==> src/rtl/timer8_pkg.sv <==
// Purpose: constants and types shared by the 8-bit timer/counter
// Assumes: Avalon-MM slave with 32-bit data, word addressing by byte address
// Notes: register layout below is local to this block
package timer8_pkg;

  // register byte addresses
  localparam logic [3:0] ADDR_COUNT = 4'h0;
  localparam logic [3:0] ADDR_CMPA = 4'h4;
  localparam logic [3:0] ADDR_CMPB = 4'h8;
  localparam logic [3:0] ADDR_CTRL = 4'hC;

  // address bit 4 selects the flag and mask words
  localparam logic [4:0] ADDR_FLAG = 5'h10;
  localparam logic [4:0] ADDR_MASK = 5'h14;

  // flag and mask bit positions
  localparam int FLAG_OVF = 0;
  localparam int FLAG_CMPA = 1;
  localparam int FLAG_CMPB = 2;

  // control word field positions
  localparam int CTRL_CS_LSB = 0;
  localparam int CTRL_WGM_LSB = 3;
  localparam int CTRL_COMA_LSB = 6;
  localparam int CTRL_COMB_LSB = 8;
  localparam int CTRL_ACK_LSB = 10;

  // counter limits
  localparam logic [7:0] COUNT_BOTTOM = 8'h00;
  localparam logic [7:0] COUNT_MAX = 8'hFF;

  // reset values
  localparam logic [7:0] RESET_BYTE = 8'h00;
  localparam logic [2:0] RESET_FLAGS = 3'h0;
  localparam logic [2:0] CS_OFF = 3'h0;
  localparam logic [1:0] COM_OFF = 2'h0;
  localparam logic [2:0] WGM_NORMAL = 3'h0;

  // prescaler width (divide by up to 1024)
  localparam int PRE_BITS = 10;
  localparam logic [PRE_BITS-1:0] PRE_ZERO = 10'h000;

  // clock select codes
  typedef enum logic [2:0] {
    CS_NONE = 3'h0, CS_DIV1 = 3'h1, CS_DIV8 = 3'h2, CS_DIV64 = 3'h3,
    CS_DIV256 = 3'h4, CS_DIV1024 = 3'h5, CS_EXT_FALL = 3'h6, CS_EXT_RISE = 3'h7
  } clock_select_field_e;

  // waveform generation modes
  typedef enum logic [2:0] {
    WG_NORMAL = 3'h0, WG_PC_PWM_MAX = 3'h1, WG_CTC = 3'h2, WG_FAST_MAX = 3'h3,
    WG_RSVD4 = 3'h4, WG_PC_PWM_A = 3'h5, WG_RSVD6 = 3'h6, WG_FAST_A = 3'h7
  } wgm_e;

  // control word as held by the block
  typedef struct packed {
    logic [1:0] comB;
    logic [1:0] comA;
    wgm_e wgm;
    clock_select_field_e clockSelect;
  } ctrl_s;

  // the three interrupt sources, one bit each
  typedef struct packed {
    logic cmpB;
    logic cmpA;
    logic ovf;
  } flags_s;

endpackage

==> src/rtl/timer_counter_8bit_pwm.sv <==
// Purpose: 8-bit timer/counter with two compare units and PWM outputs
// Assumes: single sys_clk domain, Avalon-MM register slave, external clock pin asynchronous
// Notes: one-cycle waitrequest on every access; compare pins come from the internal output latches
`timescale 1ns/1ps
`default_nettype none

module timer_counter_8bit_pwm
  import timer8_pkg::*;
(
  // clock and reset
  input wire logic sys_clk,
  input wire logic rst_b,
  // avalon-mm slave
  input wire logic [4:0] avs_address,
  input wire logic avs_read,
  input wire logic avs_write,
  input wire logic [31:0] avs_writedata,
  output logic [31:0] avs_readdata,
  output logic avs_waitrequest,
  // pins
  input wire logic externalClockPin,
  output logic compareOutputA,
  output logic compareOutputB,
  // interrupt requests, one per source
  output logic [2:0] irqReq
);

  logic [7:0] countReg;
  logic [7:0] cmpAReg;
  logic [7:0] cmpBReg;
  logic [7:0] bufAReg;
  logic [7:0] bufBReg;
  ctrl_s ctrlReg;
  flags_s flagReg;
  flags_s maskReg;
  logic ackReg;
  logic waitReg;
  logic [31:0] rdReg;
  logic [PRE_BITS-1:0] preReg;
  logic extSync1Reg;
  logic extSync2Reg;
  logic extPrevReg;
  logic upReg;
  logic blockReg;
  logic ocAReg;
  logic ocBReg;
  logic [2:0] irqReg;

  logic tick;
  logic pwmMode;
  logic phaseMode;
  logic ctcMode;
  logic [7:0] topVal;
  logic [7:0] countNext;
  logic upNext;
  logic atTop;
  logic atBottom;
  logic ovfEvent;
  logic cpuCountWr;
  logic accept;
  logic wrFlag;
  logic matchA;
  logic matchB;

  // one wait cycle, then the access completes; avoids a combinational path to waitrequest
  always_ff @(posedge sys_clk) begin
    if (!rst_b) begin
      ackReg <= 1'b0;
      waitReg <= 1'b1;
    end else begin
      ackReg <= (avs_read || avs_write) && !ackReg;
      waitReg <= !((avs_read || avs_write) && !ackReg); // always the inverse of ackReg, kept as its own flop
    end
  end
  assign accept = ackReg && (avs_read || avs_write);
  assign avs_waitrequest = waitReg;
  assign cpuCountWr = accept && avs_write && avs_address == {1'b0, ADDR_COUNT};
  assign wrFlag = accept && avs_write && avs_address == ADDR_FLAG;

  // external pin passes two flops before edge detection
  always_ff @(posedge sys_clk) begin
    if (!rst_b) begin
      extSync1Reg <= 1'b0;
      extSync2Reg <= 1'b0;
      extPrevReg <= 1'b0;
    end else begin
      extSync1Reg <= externalClockPin;
      extSync2Reg <= extSync1Reg;
      extPrevReg <= extSync2Reg;
    end
  end

  // free-running prescaler
  always_ff @(posedge sys_clk) begin
    if (!rst_b) begin
      preReg <= PRE_ZERO;
    end else begin
      preReg <= preReg + 10'h001;
    end
  end

  // timer clock enable: source and edge from the select field
  always_comb begin
    case (ctrlReg.clockSelect)
      CS_NONE: tick = 1'b0; // stopped
      CS_DIV1: tick = 1'b1;
      CS_DIV8: tick = &preReg[2:0];
      CS_DIV64: tick = &preReg[5:0];
      CS_DIV256: tick = &preReg[7:0];
      CS_DIV1024: tick = &preReg[9:0];
      CS_EXT_FALL: tick = extPrevReg && !extSync2Reg;
      CS_EXT_RISE: tick = !extPrevReg && extSync2Reg;
      default: tick = 1'b0;
    endcase
  end

  // mode decode and limits
  assign pwmMode = ctrlReg.wgm == WG_PC_PWM_MAX || ctrlReg.wgm == WG_FAST_MAX ||
                   ctrlReg.wgm == WG_PC_PWM_A || ctrlReg.wgm == WG_FAST_A;
  assign phaseMode = ctrlReg.wgm == WG_PC_PWM_MAX || ctrlReg.wgm == WG_PC_PWM_A;
  assign ctcMode = ctrlReg.wgm == WG_CTC;
  assign topVal = (ctcMode || ctrlReg.wgm == WG_PC_PWM_A || ctrlReg.wgm == WG_FAST_A)
                  ? cmpAReg : COUNT_MAX;
  assign atTop = countReg == topVal;
  assign atBottom = countReg == COUNT_BOTTOM;

  // next count value per mode
  always_comb begin
    countNext = countReg;
    upNext = upReg;
    ovfEvent = 1'b0;
    if (phaseMode) begin
      if (upReg) begin
        if (atTop) begin
          upNext = 1'b0;
          countNext = countReg - 8'h01;
        end else begin
          countNext = countReg + 8'h01;
        end
      end else if (atBottom) begin
        upNext = 1'b1;
        countNext = countReg + 8'h01;
        ovfEvent = 1'b1; // phase correct overflows at bottom
      end else begin
        countNext = countReg - 8'h01;
      end
    end else if (atTop && topVal != COUNT_MAX) begin
      countNext = COUNT_BOTTOM; // auto reload
      upNext = 1'b1;
      ovfEvent = !ctcMode; // ctc overflows only at max
    end else begin
      countNext = countReg + 8'h01;
      upNext = 1'b1;
      ovfEvent = countReg == COUNT_MAX;
    end
  end

  // counter; a cpu write wins over any count or clear
  always_ff @(posedge sys_clk) begin
    if (!rst_b) begin
      countReg <= RESET_BYTE;
      upReg <= 1'b1;
    end else if (cpuCountWr) begin
      countReg <= avs_writedata[7:0];
    end else if (tick) begin
      countReg <= countNext;
      upReg <= upNext;
    end
  end

  // a counter write blocks compare matches in the next timer tick
  always_ff @(posedge sys_clk) begin
    if (!rst_b) begin
      blockReg <= 1'b0;
    end else if (cpuCountWr) begin
      blockReg <= 1'b1;
    end else if (tick) begin
      blockReg <= 1'b0;
    end
  end

  // compare buffers; pwm modes apply at top or bottom to avoid odd pulses
  always_ff @(posedge sys_clk) begin
    if (!rst_b) begin
      bufAReg <= RESET_BYTE;
      bufBReg <= RESET_BYTE;
      cmpAReg <= RESET_BYTE;
      cmpBReg <= RESET_BYTE;
    end else begin
      if (accept && avs_write && avs_address == {1'b0, ADDR_CMPA}) begin
        bufAReg <= avs_writedata[7:0];
      end
      if (accept && avs_write && avs_address == {1'b0, ADDR_CMPB}) begin
        bufBReg <= avs_writedata[7:0];
      end
      if (!pwmMode || (tick && (phaseMode ? atTop : atBottom))) begin
        cmpAReg <= bufAReg;
        cmpBReg <= bufBReg;
      end
    end
  end

  // comparators run every cycle; the tick that leaves the matching count sets the flag
  assign matchA = countReg == cmpAReg && !blockReg;
  assign matchB = countReg == cmpBReg && !blockReg;

  // flags: hardware set wins over a software clear
  always_ff @(posedge sys_clk) begin
    if (!rst_b) begin
      flagReg <= RESET_FLAGS;
    end else begin
      flagReg.ovf <= (tick && ovfEvent) ||
                     (flagReg.ovf && !(wrFlag && avs_writedata[FLAG_OVF]) &&
                      !(accept && avs_write && avs_address == {1'b0, ADDR_CTRL} &&
                        avs_writedata[CTRL_ACK_LSB + FLAG_OVF]));
      flagReg.cmpA <= (tick && matchA) ||
                      (flagReg.cmpA && !(wrFlag && avs_writedata[FLAG_CMPA]) &&
                       !(accept && avs_write && avs_address == {1'b0, ADDR_CTRL} &&
                         avs_writedata[CTRL_ACK_LSB + FLAG_CMPA]));
      flagReg.cmpB <= (tick && matchB) ||
                      (flagReg.cmpB && !(wrFlag && avs_writedata[FLAG_CMPB]) &&
                       !(accept && avs_write && avs_address == {1'b0, ADDR_CTRL} &&
                         avs_writedata[CTRL_ACK_LSB + FLAG_CMPB]));
    end
  end

  // control and mask registers
  always_ff @(posedge sys_clk) begin
    if (!rst_b) begin
      ctrlReg <= {COM_OFF, COM_OFF, WGM_NORMAL, CS_OFF};
      maskReg <= RESET_FLAGS;
    end else if (accept && avs_write) begin
      if (avs_address == {1'b0, ADDR_CTRL}) begin
        ctrlReg <= avs_writedata[CTRL_ACK_LSB-1:0];
      end
      if (avs_address == ADDR_MASK) begin
        maskReg <= avs_writedata[2:0];
      end
    end
  end

  // interrupt requests gated by mask
  always_ff @(posedge sys_clk) begin
    if (!rst_b) begin
      irqReg <= RESET_FLAGS;
    end else begin
      irqReg <= flagReg & maskReg;
    end
  end
  assign irqReq = irqReg;

  // waveform generator: toggle (non-pwm), clear or set on match; fast pwm sets at bottom for clear on match, else clears
  always_ff @(posedge sys_clk) begin
    if (!rst_b) begin
      ocAReg <= 1'b0;
      ocBReg <= 1'b0;
    end else if (tick) begin
      if (matchA) begin
        case (ctrlReg.comA)
          2'h1: ocAReg <= pwmMode ? ocAReg : !ocAReg;
          2'h2: ocAReg <= phaseMode ? upReg ? 1'b0 : 1'b1 : 1'b0;
          2'h3: ocAReg <= phaseMode ? upReg ? 1'b1 : 1'b0 : 1'b1;
          default: ocAReg <= ocAReg;
        endcase
      end else if (pwmMode && !phaseMode && atBottom) begin
        ocAReg <= ctrlReg.comA == 2'h2;
      end
      if (matchB) begin
        case (ctrlReg.comB)
          2'h1: ocBReg <= pwmMode ? ocBReg : !ocBReg;
          2'h2: ocBReg <= phaseMode ? upReg ? 1'b0 : 1'b1 : 1'b0;
          2'h3: ocBReg <= phaseMode ? upReg ? 1'b1 : 1'b0 : 1'b1;
          default: ocBReg <= ocBReg;
        endcase
      end else if (pwmMode && !phaseMode && atBottom) begin
        ocBReg <= ctrlReg.comB == 2'h2;
      end
    end
  end
  assign compareOutputA = ocAReg;
  assign compareOutputB = ocBReg;

  // read data registered in the wait cycle, ready for the completing cycle; unmapped reads give zero
  always_ff @(posedge sys_clk) begin
    if (!rst_b) begin
      rdReg <= 32'h00000000;
    end else if (avs_read && !ackReg) begin
      case (avs_address)
        {1'b0, ADDR_COUNT}: rdReg <= {24'h000000, countReg};
        {1'b0, ADDR_CMPA}: rdReg <= {24'h000000, pwmMode ? bufAReg : cmpAReg};
        {1'b0, ADDR_CMPB}: rdReg <= {24'h000000, pwmMode ? bufBReg : cmpBReg};
        {1'b0, ADDR_CTRL}: rdReg <= {22'h000000, ctrlReg};
        ADDR_FLAG: rdReg <= {29'h00000000, flagReg};
        ADDR_MASK: rdReg <= {29'h00000000, maskReg};
        default: rdReg <= 32'h00000000;
      endcase
    end
  end
  assign avs_readdata = rdReg;

  // counter write takes priority over a tick in the same cycle
  cpu_write_wins_a: assert property (@(posedge sys_clk) disable iff (!rst_b)
    cpuCountWr |=> countReg == $past(avs_writedata[7:0])) else $error("counter write lost");
  stopped_holds_a: assert property (@(posedge sys_clk) disable iff (!rst_b)
    (ctrlReg.clockSelect == CS_NONE && !cpuCountWr) |=> $stable(countReg)) else $error("counter moved");
  flag_after_match_a: assert property (@(posedge sys_clk) disable iff (!rst_b)
    (tick && matchA) |=> flagReg.cmpA) else $error("compare A flag not set");
  match_b_flag_a: assert property (@(posedge sys_clk) disable iff (!rst_b)
    (tick && matchB) |=> flagReg.cmpB) else $error("compare B flag not set");
  irq_gating_a: assert property (@(posedge sys_clk) disable iff (!rst_b)
    ##1 irqReq == $past(flagReg & maskReg)) else $error("irq not gated");
  flag_clear_a: assert property (@(posedge sys_clk) disable iff (!rst_b)
    (wrFlag && avs_writedata[FLAG_OVF] && !(tick && ovfEvent)) |=> !flagReg.ovf)
    else $error("overflow flag not cleared");
  ctc_reload_a: assert property (@(posedge sys_clk) disable iff (!rst_b)
    (ctcMode && tick && atTop && cmpAReg != COUNT_MAX && !cpuCountWr) |=> countReg == COUNT_BOTTOM)
    else $error("ctc did not reload");
  normal_wrap_a: assert property (@(posedge sys_clk) disable iff (!rst_b)
    (ctrlReg.wgm == WG_NORMAL && tick && countReg == COUNT_MAX && !cpuCountWr) |=> flagReg.ovf && countReg == 8'h00)
    else $error("no overflow at max");
  buffer_direct_a: assert property (@(posedge sys_clk) disable iff (!rst_b)
    (!pwmMode && $past(!pwmMode)) |-> cmpAReg == $past(bufAReg)) else $error("compare A not applied");

endmodule // timer_counter_8bit_pwm
`default_nettype wire

==> config.mk <==
export PLATFORM = sky130hd
export DESIGN_NAME = timer_counter_8bit_pwm
export DESIGN_NICKNAME = d
export VERILOG_FILES = /design/src/rtl/timer8_pkg.sv /design/src/rtl/timer_counter_8bit_pwm.sv
export SDC_FILE = /design/constraint.sdc
export NUM_CORES = 1
export LEC_CHECK = 0
export ABC_AREA = 1
export BUFFER_PORTS_ARGS = -buffer_cell sky130_fd_sc_hd__buf_2
export CAP_MARGIN = 20
export CORE_UTILIZATION = 60
export DETAILED_ROUTE_END_ITERATION = 10
export PLACE_DENSITY = 0.86
export SLEW_MARGIN = 20
export SYNTH_ARGS = -nofsm -noshare
export SYNTH_HDL_FRONTEND = slang
export SYNTH_SLANG_ARGS = --single-unit
==> constraint.sdc <==
create_clock -name sys_clk -period 5.14 [get_ports sys_clk]
set_input_delay 0.514 -clock sys_clk [delete_from_list [all_inputs] [get_ports sys_clk]]
set_output_delay 0.514 -clock sys_clk [all_outputs]
set_load 0.01 [all_outputs]
== Yosys cells after proc, flatten, opt, wreduce, memory -nomap -nowiden ==
Cells that the tools add are included.
Widths: inputs -> output; s select.

* Bitwise gates (word level): 2
* Multipliers: 0
* $lt $le $gt $ge: 0
* Reduce and logical (&&, ||, !) cells: 74
* Equality and inequality tests: 32
* Add/subtract/negate cells: 3
* Muxes and demuxes: 34
* Shift operators: 0
* Divide/modulo/power cells: 0

{| class="wikitable"
|+ Operators by type and width
! cell !! count
|-
| $mux 8 || 10
|-
| $pmux 10 s6 || 1
|-
| $logic_and 1x1->1 || 32
|-
| $eq 8x8->1 || 3
|-
| $mux 1 || 20
|-
| $eq 3x3->1 const B || 6
|-
| $logic_not 1->1 || 16
|-
| $eq 3x2->1 const B || 4
|-
| $logic_or 1x1->1 || 11
|-
| $add 10x1->10 const B || 1
|-
| $eq 5x4->1 const B || 2
|-
| $eq 5x5->1 const B || 2
|-
| $reduce_and 10->1 || 1
|-
| $add 8x1->8 const B || 1
|-
| $eq 2x2->1 const B || 4
|-
| $eq 8x8->1 const B || 1
|-
| $logic_not 8->1 || 1
|-
| $ne 4x1->1 const B || 2
|-
| $ne 8x8->1 const B || 1
|-
| $pmux 1 s8 || 1
|-
| $reduce_and 4->1 || 2
|-
| $reduce_and 8->1 || 1
|-
| $sub 8x1->8 const B || 1
|-
| $eq 3x1->1 const B || 2
|-
| 12 further kinds || 19
|}

* Output and inout bits: 38
* Memories: 0
* Input port bits: 42
* Latch bits: 0
* Register bits after elaboration: 110
* Logic and storage cells: 172
* Bits in writable memories: 0
* ROM bits: 0

== Depth between registers and ports, before layout ==
* Word-level depth: 10
* Gate-level depth with buffers: 16
* Gate-level depth less buffers: 16

== Least setup slack after synthesis ==
Ideal clock, no wire load.

* Path kind: input-to-reg
* Start point: input avs_address[1]
* End point: register ctrlReg[7] in the netlist's numbering
* Slack: 3.238 ns
* Data required time: 5.012 ns
* Stages: 7
* Path buffers: 1
* Arrival time: 1.775 ns
* Library setup time: 0.128 ns
* Path through: nor2_1 -> nand3_1 -> nor2_1 -> inv_1 -> clkbuf_1 -> o21ai_0 -> a21oi_1

* Longest elaborated chain between the ends: 2

{| class="wikitable"
|+ Ends and longest elaborated chain
! element !! RTL line !! source
|-
| start: declaration || timer_counter_8bit_pwm.sv:14 || <nowiki>input wire logic [4:0] avs_address,</nowiki>
|-
| $eq 5x4->1 || timer_counter_8bit_pwm.sv:233 || <nowiki>if (avs_address == {1'b0, ADDR_CTRL}) begin</nowiki>
|-
| $reduce_and 2->1 (no line) || -- ||
|-
| end signal: assignment || timer_counter_8bit_pwm.sv:230 || <nowiki>ctrlReg <= {COM_OFF, COM_OFF, WGM_NORMAL, CS_OFF};</nowiki>
|-
| end signal: assignment || timer_counter_8bit_pwm.sv:234 || <nowiki>ctrlReg <= avs_writedata[CTRL_ACK_LSB-1:0];</nowiki>
|-
| end: declaration || timer_counter_8bit_pwm.sv:33 || <nowiki>ctrl_s ctrlReg;</nowiki>
|}

No other way between the ends.
A chain may end at the register's enable or synchronous reset.

== Worst setup path after layout ==
* Start point: register ctrlReg[3] in the netlist's numbering
* End point: register cmpBReg[5]

* Longest elaborated chain between the ends: 8
* Elaborated cells on any way between the ends: 17

{| class="wikitable"
|+ Ends and longest elaborated chain
! element !! RTL line !! source
|-
| $eq 3x2->1 or $eq 3x3->1 (tied branches) || -- ||
|-
| $logic_or 1x1->1 (2 in a row) || timer_counter_8bit_pwm.sv:122 || <nowiki>assign topVal = (ctcMode || ctrlReg.wgm == WG_PC_PWM_A || ctrlReg.wgm == WG_FAST_A)</nowiki>
|-
| $mux 8 || timer_counter_8bit_pwm.sv:123 || <nowiki>? cmpAReg : COUNT_MAX;</nowiki>
|-
| $eq 8x8->1 || timer_counter_8bit_pwm.sv:124 || <nowiki>assign atTop = countReg == topVal;</nowiki>
|-
| $mux 1 || timer_counter_8bit_pwm.sv:196 || <nowiki>if (!pwmMode || (tick && (phaseMode ? atTop : atBottom))) begin</nowiki>
|-
| $logic_and 1x1->1 || timer_counter_8bit_pwm.sv:196 ||
|-
| $logic_or 1x1->1 * || timer_counter_8bit_pwm.sv:196 ||
|-
| end signal: assignment || timer_counter_8bit_pwm.sv:198 || <nowiki>cmpBReg <= bufBReg;</nowiki>
|-
| end: declaration || timer_counter_8bit_pwm.sv:30 || <nowiki>logic [7:0] cmpBReg;</nowiki>
|}

Every way passes the cells marked *; elsewhere a longest branch is shown, timed or not.

==> summary.md <==
| Metric | Value |
|---|---|
| Final Util | 67.3% |
| Cell Pwr Density | 237 mW/mm2 |
| Ant diodes | 0 |
| P&R area growth vs syn | 6.47% |
| Die Y | 93.2 um |
| Starting Density | 63.2% |
| DP Worst Slack | 2.62 ns |
| Final TNS setup | 0 ns |
| Tmin final | 2.58 ns |
| Antenna violations before repair | 0 |
| Vias per std cell | 5.79 |
| Routed Antenna Nets | 0 |
| Synth Instances | 726 |
| CP required | 5.45 ns |
| GR Layer Usage met2 | 52.6% |
| Clk slew on worst S/H paths | 0.10 ns |
| Synth Area in Simple Gates | 27.4% |
| Seq/Total Area, Yosys | 35.3% |
| Critical path type | flip-flop to flip-flop |
| CP Launch Type | flip-flop |
| CP arrival | 2.90 ns |
| Core area | 0.00789 mm2 |
| Number of enable flip-flop cells after synthesis | 0 |
| Critical-path top delay cell | buf_4 |
| Via count | 4978 |
| Largest net degree at the start of global routing | 46 |
| GRT Total Usage | 31.9% |
| Adder-Cell Fraction of Synth Area | 2.01% |
| Final Hold Vio Count | 0 |
| Slowest Stage Delay on Critical Path | 0.37 ns |
| Residual DRC | 0 |
| Clock sink count | 88 |
| Num CTS Buffers | 9 |
| Placer congestion estimate | 0.975 |
| CP most frequent cell | nand2_1 |
| Distinct cells, synth | 42 |
| Setup Skew | 0.0158 ns |
| Design area | 0.00531 mm2 |
| Router iterations before antenna repair | 5 |
| Post-DP Area | 0.00511 mm2 |
| Met1 usage | 41.7% |
| CP cell instances | buf_4, inv_2, nand3_4, nand2_4, nand2_1, nand2_1, nand2_1, nand2_1, nor2_4, nand2_2, nand2_2, nand3_4, nand2_4, nand2_1, a21oi_1 |
| Initial detailed-routing violation count | 453 |
| Slew @ Worst Pin | 0.844 ns |
| CTS tree | yes |
| First-pass GRT wire length | 21400 um |
| Main combinational cell family by area after synthesis | simple AND/OR/NAND/NOR gates |
| Number of synthesized register bits | 88 |
| Cell row count | 32 |
| CP delay by family, top | simple AND/OR/NAND/NOR gates |
| Post-CTS setup buffer count | 0 |
| Mux contribution to synthesized area | 0.401% |
| Async SR Flop Fraction | 0% |
| Vias in the first global route | 4470 |
| Most used flip-flop cell after synthesis | dfxtp_1 |
| Share of cells above drive strength 1 | 12.3% |
| Met3 Use GR | 6.02% |
| Max-cap violation count | 0 |
| Grt total ovfl | 0 |
| Clock root cell | clkbuf_8 |
| Chip width | 93.2 um |
| I/O Buffers | 38 |
| Slew margin rel. | 43.6% |
| Worst-case clock buffer depth | 2 |
| Worst vdd ir | 276 uV |
| Mean Syn Cell Area | 6.87 um2 |
| # setup viols final | 0 |
| GR peak layer | met2 |
| Critical path buffers and inverters | 2 |
| Fmax | 387 MHz |
| Complex-gate fraction of the synthesized area | 19.8% |
| Post-synthesis xor/xnor area fraction | 2.46% |
| Min setup slack post-route | 2.56 ns |
| Fin. max-slew vios | 0 |
| Number of synthesis warnings | 0 |
| CP max FO | 39 |
| P_leak | 2.23 nW |
| RSZ-0062 raised after global routing | no |
| Resized cells post-CTS | 0 |
| Worst skew pair latency | 0.39 ns |
| Fin nets | 803 |
| Detailed Route WL | 13500 um |
| CP endpoint kind | flip-flop |
| CTS H-tree lvls | 3 |
| Die area | 0.00868 mm2 |
| Hold WC Path Type | input pin to flip-flop |
| Tcrit/Tclk final | 50.3% |
| Run status | finished clean |
| Per-cell routed wire length | 15.7 um |
| Hpwl dp | 9720 um |
| CTS Hold Bufs | 0 |
| Mapped Area | 0.00499 mm2 |
| I/O pin count | 80 |
-- stage by stage --
step | hold slack, ns | power, mW | cells
floorplan | 0.390 | 0.768 | 747
global route | 0.331 | 1.29 | 860
finish | 0.327 | 1.26 | 860
detailed placement | 0.405 | 0.785 | 844
global placement | 0.401 | 0.781 | 844
CTS | 0.320 | 1.26 | 860
-- report_power, final --
| part | total, mW | switching [mW] | internal, mW |
|---|---|---|---|
| combinational | 0.0777 | 0.0578 | 0.0199 |
| sequential | 0.694 | 0.00558 | 0.689 |
| clock | 0.484 | 0.294 | 0.191 |
| total | 1.26 | 0.357 | 0.899 |
-- placed cells by master, fill, tap and decap left out, drive strengths merged, types with 8 or more instances in the layout --
cell / instances
nor2: 70
conb: 22
nor3: 13
nand2: 161
dfxtp: 88
xor2: 12
ha: 8
buf: 40
clkbuf: 9
o21ai: 66
a21oi: 70
a221oi: 11
o22ai: 13
nand3: 51
inv: 92
-- layout make-up --
type / instances / area, um2
Fill cell: 686 / 2580
Clock inverter: 7 / 71.3
Timing Repair Buffer: 40 / 205
Inverter: 91 / 342
Clock buffer: 9 / 124
Tap cell: 102 / 128
Multi-Input combinational cell: 523 / 2680
Sequential cell: 88 / 1760
-- sequential cells by signal, summed over array words and instances (netlist names), 3 cells and up --
register      cells
avs_readdata     10
bufAReg           8
bufBReg           8
cmpAReg           8
cmpBReg           8
countReg          8
ctrlReg          10
flagReg           3
irqReq            3
maskReg           3
preReg           10
-- logic make-up (layout without fill, tap and decap cells) --
group,after synthesis,in the layout
compound gates,171,171
xor+xnor,14,14
fa+ha+maj,8,8
buf+inv,136,147
flops,88,88
mux,2,2
other cells,1,22
simple gates,306,306
-- worst reg2reg max path, cell delays in order (launching register included) --
cell and delay (ns):
dfxtp_1 0.33, buf_4 0.37, inv_2 0.21, nand3_4 0.11, nand2_4 0.13, nand2_1 0.11
nand2_1 0.05, nand2_1 0.07, nand2_1 0.08, nor2_4 0.16, nand2_2 0.09, nand2_2 0.08
nand3_4 0.21, nand2_4 0.31, nand2_1 0.08, a21oi_1 0.13
-- Yosys cell counts (all sizes together) (6+ instances only) --
library cell	count	area share, %
nand4	6	0.75
nor2	70	5.6
clkbuf	15	1.1
nand3	51	5.8
buf	30	4.6
a21oi	70	7.8
nor3	13	1.4
xor2	12	2.1
a221oi	11	1.9
o21ai	66	6.6
inv	87	6.5
ha	8	2.0
nand2	161	13
o22ai	13	1.6
dfxtp	88	35
-- path summary, 6_finish.rpt --
path	endpoint	slack [ns]	cells past startpoint	startpoint
worst max-delay path	cmpBReg[5]$_SDFFE_PN0P_	2.56	15	ctrlReg[3]$_SDFFE_PN0P_
worst max register to register	cmpBReg[5]$_SDFFE_PN0P_	2.56	15	ctrlReg[3]$_SDFFE_PN0P_
worst min register to register	extSync2Reg$_SDFF_PN0_	0.43	2	extSync1Reg$_SDFF_PN0_
worst min-delay path	extSync1Reg$_SDFF_PN0_	0.33	3	externalClockPin
-- metal layers --
| layer | share of wire [%] | routed length (um) | up-vias |
|---|---|---|---|
| met4 | 2.7 | 366 | 0 |
| met5 | 0 | 0 | - |
| met1 | 42 | 5620 | 2298 |
| met3 | 8.6 | 1160 | 43 |
| li1 | - | - | 2419 |
| met2 | 47 | 6310 | 218 |
(Power assumes the default switching activity.)
